[config.mk]
export PLATFORM = sky130hd
export DESIGN_NAME = sadc_control
export DESIGN_NICKNAME = d
export VERILOG_FILES = /design/src/sadc_control.v
export VERILOG_INCLUDE_DIRS = /design/src
export SDC_FILE = /design/constraint.sdc
export NUM_CORES = 1
export LEC_CHECK = 0
export BUFFER_PORTS_ARGS = -buffer_cell sky130_fd_sc_hd__buf_2
export CELL_PAD_IN_SITES_DETAIL_PLACEMENT = 0
export CELL_PAD_IN_SITES_GLOBAL_PLACEMENT = 1
export CORE_MARGIN = 2
export CORE_UTILIZATION = 53
export DETAILED_ROUTE_END_ITERATION = 7
export GPL_ROUTABILITY_DRIVEN = 0
export PLACE_DENSITY = 0.9
export SETUP_SLACK_MARGIN = 0.5
export SLEW_MARGIN = 20
export SYNTH_ARGS = -nofsm -noshare
export SYNTH_HDL_FRONTEND = slang
export SYNTH_HIERARCHICAL = 1
export SYNTH_SLANG_ARGS = --single-unit
export TNS_END_PERCENT = 1
[constraint.sdc]
create_clock -name clock -period 2.9 [get_ports clock]
set_clock_uncertainty 0.1 [all_clocks]
set_input_delay 0.145 -clock clock [delete_from_list [all_inputs] [get_ports clock]]
set_output_delay 0.145 -clock clock [all_outputs]
set_load 0.02 [all_outputs]
[src/sadc_defs.vh]
// constants for the serial converter control block
// assumes inclusion by bare name from the design file
`ifndef SADC_DEFS_VH
`define SADC_DEFS_VH

`define SADC_RES_BITS      10
`define SADC_ADDR_BITS     4
`define SADC_CONV_CYCLES   44
`define SADC_FILTER_CYCLES 3
`define SADC_XFER_EDGES    10
`define SADC_ADDR_EDGES    4
`define SADC_SELFTEST_ADDR 4'hb
`define SADC_EXT_CHANNELS  11
`define SADC_FIFO_DEPTH    32
`define SADC_RESULT_RESET  10'h000

`endif

[src/sadc_control.v]
// serial converter control logic with result fifo
// assumes select, transfer clock, address and conversion clock come from pins
//
// Operation
// - tenth falling edge starts 44-cycle conversion
// - msb appears when select goes low
// - nine more bits on falling edges
// - ignore controls three cycles after select falls
// - address sampled on transfer-clock rising edges
// - twelve-way selector, eleven external plus self-test
// - clamp to all ones or zeros
// - select high: output off, transfer clock and address ignored, a running conversion still counts conversion clock
// - four-bit address msb first on rises
// - address 1011 selects self-test input
// - select falling during conversion aborts it
`timescale 1ns/1ps
`include "sadc_defs.vh"

// ----------------------------------------------------------------------------
// result fifo
// ----------------------------------------------------------------------------
module sadc_fifo #(
    parameter WIDTH = 10,
    parameter DEPTH = 32,
    parameter AW    = 5
) (
    input  wire             clock,
    input  wire             rstN,
    input  wire             clkEn,
    input  wire [WIDTH-1:0] inData,
    input  wire             inValid,
    output wire             inReady,
    output reg  [WIDTH-1:0] outData,
    output wire             outValid,
    input  wire             outReady
);
    reg [WIDTH-1:0] mem [0:DEPTH-1];
    reg [AW:0]      wrPtr_q;
    reg [AW:0]      rdPtr_q;
    wire            empty = (wrPtr_q == rdPtr_q);
    wire            full  = (wrPtr_q[AW-1:0] == rdPtr_q[AW-1:0]) && (wrPtr_q[AW] != rdPtr_q[AW]);
    wire            doWr  = inValid && !full;
    wire            doRd  = !empty && outReady;

    assign inReady  = !full;
    assign outValid = !empty;

    always @(posedge clock) begin
        if (clkEn && doWr) begin
            mem[wrPtr_q[AW-1:0]] <= inData;
        end
    end

    always @* begin
        outData = mem[rdPtr_q[AW-1:0]];
    end

    always @(posedge clock or negedge rstN) begin
        if (!rstN) begin
            wrPtr_q <= {(AW+1){1'b0}};
            rdPtr_q <= {(AW+1){1'b0}};
        end else if (clkEn) begin
            if (doWr) begin
                wrPtr_q <= wrPtr_q + 1'b1;
            end
            if (doRd) begin
                rdPtr_q <= rdPtr_q + 1'b1;
            end
        end
    end
endmodule // sadc_fifo

// ----------------------------------------------------------------------------
// control top
// ----------------------------------------------------------------------------
module sadc_control #(
    parameter RES_BITS    = `SADC_RES_BITS,
    parameter CONV_CYCLES = `SADC_CONV_CYCLES,
    parameter FIFO_DEPTH  = `SADC_FIFO_DEPTH
) (
    input  wire                clock,
    input  wire                rst_n,
    input  wire                clkEn,
    input  wire                selectN,
    input  wire                xferClk,
    input  wire                addrIn,
    input  wire                convClk,
    output reg                 dataOut,
    output reg                 dataOutEn,
    output reg  [11:0]         chanSel,
    output reg                 sampling,
    input  wire [RES_BITS-1:0] sampleCode,
    input  wire                overRange,
    input  wire                underRange,
    output wire                sampleReady,
    input  wire                sampleValid,
    output reg                 convBusy,
    output reg  [RES_BITS-1:0] resultWord,
    output reg                 resultPulse
);
    localparam ST_IDLE   = 4'b0001;
    localparam ST_FILTER = 4'b0010;
    localparam ST_XFER   = 4'b0100;
    localparam ST_CONV   = 4'b1000;

    // ------------------------------------------------------------------------
    // reset release and pin synchronisers
    // ------------------------------------------------------------------------
    reg       rstMeta_q, rstSync_q;
    reg [3:0] pinMeta_q, pinSync_q;
    reg       xferOld_q, convOld_q, selOld_q;

    always @(posedge clock or negedge rst_n) begin
        if (!rst_n) begin
            rstMeta_q <= 1'b0;
            rstSync_q <= 1'b0;
        end else begin
            rstMeta_q <= 1'b1;
            rstSync_q <= rstMeta_q;
        end
    end

    always @(posedge clock or negedge rstSync_q) begin
        if (!rstSync_q) begin
            pinMeta_q <= 4'h1;
            pinSync_q <= 4'h1;
            xferOld_q <= 1'b0;
            convOld_q <= 1'b0;
            selOld_q  <= 1'b1;
        end else if (clkEn) begin
            pinMeta_q <= {convClk, addrIn, xferClk, selectN};
            pinSync_q <= pinMeta_q;
            xferOld_q <= pinSync_q[1];
            convOld_q <= pinSync_q[3];
            selOld_q  <= pinSync_q[0];
        end
    end

    wire selLow   = !pinSync_q[0];
    wire selFall  = selOld_q && !pinSync_q[0];
    wire xferRise = !xferOld_q && pinSync_q[1];
    wire xferFall = xferOld_q && !pinSync_q[1];
    wire convRise = !convOld_q && pinSync_q[3];

    // clamp the raw code at the reference limits
    function [RES_BITS-1:0] clampCode;
        input [RES_BITS-1:0] code;
        input                over;
        input                under;
        begin
            if (over) begin
                clampCode = {RES_BITS{1'b1}};
            end else if (under) begin
                clampCode = {RES_BITS{1'b0}};
            end else begin
                clampCode = code;
            end
        end
    endfunction

    // ------------------------------------------------------------------------
    // sample fifo between converter core and output register
    // ------------------------------------------------------------------------
    reg [3:0]          state_q;
    reg [1:0]          filt_q;
    reg [3:0]          edges_q;
    reg [5:0]          convCnt_q;
    reg [3:0]          addrShift_q;
    reg [3:0]          addr_q;
    reg [RES_BITS-1:0] shift_q;
    reg [RES_BITS-1:0] result_q;
    wire [RES_BITS-1:0] fifoData;
    wire                fifoValid;
    // pop one code exactly when a conversion completes, never on an abort
    wire                fifoTake = (state_q == ST_CONV) && convRise && !selFall &&
                                   (convCnt_q == CONV_CYCLES - 1);
    wire [RES_BITS-1:0] newRes   = fifoValid ? fifoData : result_q;

    sadc_fifo #(
        .WIDTH (RES_BITS),
        .DEPTH (FIFO_DEPTH),
        .AW    ($clog2(FIFO_DEPTH))
    ) uFifo (
        .clock    (clock),
        .rstN     (rstSync_q),
        .clkEn    (clkEn),
        .inData   (clampCode(sampleCode, overRange, underRange)),
        .inValid  (sampleValid),
        .inReady  (sampleReady),
        .outData  (fifoData),
        .outValid (fifoValid),
        .outReady (fifoTake)
    );

    // ------------------------------------------------------------------------
    // transfer and conversion sequencer
    // ------------------------------------------------------------------------

    always @(posedge clock or negedge rstSync_q) begin
        if (!rstSync_q) begin
            state_q     <= ST_IDLE;
            filt_q      <= 2'h0;
            edges_q     <= 4'h0;
            convCnt_q   <= 6'h00;
            addrShift_q <= 4'h0;
            addr_q      <= 4'h0;
            shift_q     <= `SADC_RESULT_RESET;
            result_q    <= `SADC_RESULT_RESET;
            dataOut     <= 1'b0;
            dataOutEn   <= 1'b0;
            chanSel     <= 12'h001;
            sampling    <= 1'b0;
            convBusy    <= 1'b0;
            resultWord  <= `SADC_RESULT_RESET;
            resultPulse <= 1'b0;
        end else if (clkEn) begin
            resultPulse <= 1'b0;
            dataOutEn <= selLow;
            if (selFall) begin
                // a fresh select aborts any running conversion
                state_q  <= ST_FILTER;
                convBusy <= 1'b0;
                sampling <= 1'b0;
                filt_q   <= 2'h0;
                edges_q  <= 4'h0;
                shift_q  <= result_q;
                dataOut  <= result_q[RES_BITS-1];
            end else begin
                case (state_q)
                    ST_IDLE: begin
                        sampling <= 1'b0;
                    end
                    ST_FILTER: begin
                        if (!selLow) begin
                            state_q <= ST_IDLE;
                        end else if (convRise) begin
                            filt_q <= filt_q + 2'h1;
                            if (filt_q == `SADC_FILTER_CYCLES - 1) begin
                                state_q <= ST_XFER;
                            end
                        end
                    end
                    ST_XFER: begin
                        if (!selLow) begin
                            state_q <= ST_IDLE;
                        end else begin
                            if (xferRise && edges_q < `SADC_ADDR_EDGES) begin
                                addrShift_q <= {addrShift_q[2:0], pinSync_q[2]};
                            end
                            if (xferFall) begin
                                edges_q <= edges_q + 4'h1;
                                shift_q <= {shift_q[RES_BITS-2:0], 1'b0};
                                dataOut <= shift_q[RES_BITS-2];
                                if (edges_q == `SADC_ADDR_EDGES - 1) begin
                                    addr_q   <= addrShift_q;
                                    sampling <= 1'b1;
                                end
                                if (edges_q == `SADC_XFER_EDGES - 1) begin
                                    state_q   <= ST_CONV;
                                    sampling  <= 1'b0;
                                    convBusy  <= 1'b1;
                                    convCnt_q <= 6'h00;
                                end
                            end
                        end
                    end
                    ST_CONV: begin
                        // the host keeps the transfer clock low meanwhile
                        if (convRise) begin
                            convCnt_q <= convCnt_q + 6'h01;
                            if (convCnt_q == CONV_CYCLES - 1) begin
                                state_q     <= selLow ? ST_FILTER : ST_IDLE;
                                convBusy    <= 1'b0;
                                result_q    <= newRes;
                                resultWord  <= newRes;
                                resultPulse <= 1'b1;
                                edges_q     <= 4'h0;
                                shift_q     <= newRes;
                                dataOut     <= newRes[RES_BITS-1];
                                filt_q      <= 2'h0;
                            end
                        end
                    end
                    default: begin
                        state_q <= ST_IDLE;
                    end
                endcase
            end
            // selector: one-hot, self-test at top position, all zero for addresses 12 to 15
            if (addr_q == `SADC_SELFTEST_ADDR) begin
                chanSel <= 12'h800;
            end else if (addr_q < `SADC_EXT_CHANNELS) begin
                chanSel <= 12'h001 << addr_q;
            end else begin
                chanSel <= 12'h000;
            end
        end
    end
endmodule // sadc_control

==> key figures <==
Logic synthesis
  • Synthesized area per cell: 16.6 µm²
  • Mapped cell area: ~0.017 mm²
  • Top cells by area, synth: edfxtp_1 (58%), dfrtp_1 (12%), mux4_2 (6.6%)
  • FF+latch count, synth: 405
  • Most common cell in the netlist: edfxtp_1
  • Yosys warns: 6
  • Most used DFF post-synth: edfxtp_1
  • Post-synthesis cell count: 999
  • Yosys top cell area share: 57.8%
  • Sequential area share after synthesis: 70.6%
  • EDFF count, synth: 320
  • Synth area leader: edfxtp_1
  • Library cells used by synthesis: a little under 70
  • Synth cell count leaders: edfxtp_1 (320), dfrtp_1 (80), mux2i_1 (57), nor2_1 (51), mux4_2 (49)
  • Synth Net Count: 1,028
  • Asr flop ratio synth: 21.0%

Placed design
  • DP HPWL: 22,600 µm
  • DP Cell Count: 1,466
  • IO Port Bufs: 47

STA
  • Hold WS: 0.00500 ns
  • Slew HR: about half
  • Final Hold Viols: 0
  • Worst-Margin Slew: 0.757 ns
  • RSZ-0062 raised after global routing: true
  • Fin. max-slew vios: 0
  • Final period util: 84.7%
  • Highest clock rate: 407 MHz
  • Setup violations, final: 0
  • Setup TNS: 0 ns
  • Post-layout min period: 2.46 ns

GRT
  • Largest net degree at the start of global routing: 60
  • Gr usage total: 23.1%
  • Antenna violations before repair: 0
  • First-pass GRT wire length: 57,200 µm
  • Number of global-route vias before repair: 9,601
  • Grt total ovfl: 0

Setup path
  • Setup CP Type: reg2reg
  • Req. time, crit path: 3.21 ns
  • CP max-delay cell: dfrtp_4
  • WP data arrival: ~2.8 ns
  • CP Capture Type: register
  • Max incr delay on CP: between 0.4 and 0.5 ns
  • Worst-path cell chain: buf_6 > buf_4 > buf_16 > mux4_2 > a21oi_1 > a22oi_1 > o22a_1 > o221ai_1 > o21ai_1
  • Startpoint Class: register
  • Crit Path Max Fanout: 6

Power and ir drop
  • Lkg Pwr: 6.78 nW
  • Pwr Total: roughly 13 mW
  • P per Cell Area: 669 mW/mm²
  • Max VDD drop: approximately 0.40 mV

Finish
  • Nets: 1,165
  • Area Growth Syn to Fin: 17.7%
  • Share of layout cells above drive strength 1: 29.3%
  • Number of cells in the finished layout apart from fillers: 1,565
  • Ant. Diodes: 0
  • FILL cells: 2,087
  • Core Util, Final: 63.7%

Run status
  • Outcome: completed

Run
  • Max-cap viol count: 0

CTS
  • Root Driver: clkbuf_16
  • H-Tree Depth: 2
  • CTS tree: yes
  • Max Root-Sink Buffers: 3
  • Reg clk slew, reported paths: 0.06 ns
  • CTS Sinks: 405
  • Clk Latency, worst-skew pair: 0.55 ns
  • Num CTS Buffers: ~40

Die
  • DIE HEIGHT: 181 µm
  • IO Pins: 48
  • Die ar.: 0.0328 mm²
  • Starting Density: 54.1%
  • Die Span X: about 180 µm
  • Row count: 64
  • Core Footprint: 0.0307 mm²

Routing
  • DR DRC count: 0
  • Via count: between 9,000 and 10,000
  • WL per Instance: between 20 and 25 µm
  • Drt pass-1 iters: 5
  • Final ANT Viol Nets: 0
  • WL final: 38,000 µm
  • Via-per-instance ratio: slightly above 6
  • Starting DRC count in detailed routing: 1,209

Hold path
  • Hold Path Class: in2reg
-- cells by family after synthesis --
group           count (synthesis)  share of synthesized area (%)
compound gates                174                           7.35
buf+inv                        88                           2.45
fa+ha+maj                       9                          0.677
xor+xnor                       19                           1.00
simple gates                  164                           5.53
flops                         405                           70.6
other cells                     1                         0.0226
mux                           139                           12.3
-- cells in the final DEF (no fill, tap or decap), drive strengths merged, types with 9 or more instances in the layout --
master  count
xor2        9
nor2b      21
nand3      20
nand4      11
nor2       51
mux2i      57
inv        36
a311oi     11
o221ai     19
clkbuf     56
ha          9
a21o       10
mux4       49
dfrtp      80
o22ai      13
nand2      25
edfxtp    320
a22oi      19
a21oi      13
xnor2      10
o21ai      42
buf       140
mux2       33
a211oi     21
clkinv     16
-- registers in the layout, summed over array words and instances, names as in the netlist, 6 cells and up --
name	count
chanSel	12
convCnt_q	6
resultWord	10
shift_q	9
uFifo/mem	320
uFifo/rdPtr_q	6
uFifo/wrPtr_q	6
-- timing repair --
action,in CTS,in global routing
gates cloned,3,2
buffers inserted,2,9
resized for setup,19,39
endpoints found under the hold margin,7,0
hold buffers,7,0
endpoints found under the setup margin,65,183
pin swaps,0,11
-- power by group --
group	internal [mW]	switching, mW
clock network	2.91	2.14
logic	0.445	0.797
registers	6.62	0.192
-- through the flow --
stage	setup slack [ns]	instance area, µm²
6_report	0.444	19600
5_1_grt	0.389	19600
4_1_cts	0.404	19300
3_5_place_dp	0.327	17800
3_3_place_gp	0.323	17800
2_1_floorplan	0.331	16600
-- final cells by class --
type	instances	area (µm²)	share of cell area [%]
clock buffer	54	1110	5.70
clock inverter	22	180	0.921
inverter	33	124	0.633
multi-input combinational	506	4670	23.9
sequential	405	11800	60.0
tap	396	495	2.53
timing repair buffer	149	1230	6.30
-- per-layer routing --
layer / routed length, µm / vias to the layer above / part of all wire [%] / global-route usage [%]
met3: 3780 / 69 / 9.9 / 4.50
met2: 18000 / 524 / 47 / 35.5
met5: 0 / - / 0 / 0
met4: 859 / 0 / 2.3 / 6.73
li1: - / 4225 / - / -
met1: 15400 / 4914 / 41 / 33.9
-- worst max-delay path, delay by kind of cell, from the launching register on --
| family | cells | cell delay [ns] |
|---|---|---|
| flip-flops | 1 | 0.49 |
| multiplexers | 1 | 0.46 |
| AO/OA/AOI/OAI | 5 | 0.84 |
| buffers and inverters | 3 | 0.43 |
-- path summary, 6_finish.rpt --
check                                  from                to  slack, ns  cells past startpoint
min in group asynchronous         rstSync_q      pinMeta_q[2]       0.30                      0
max in group asynchronous         rstSync_q      pinSync_q[0]       1.64                      1
min                                   clkEn  uFifo/wrPtr_q[0]      0.005                      4
min reg2reg                       rstMeta_q         rstSync_q       0.26                      0
max reg2reg                uFifo/rdPtr_q[0]           dataOut       0.44                      9
max                        uFifo/rdPtr_q[0]           dataOut       0.44                      9
No activity file was read; power rests on OpenSTA's default activity.
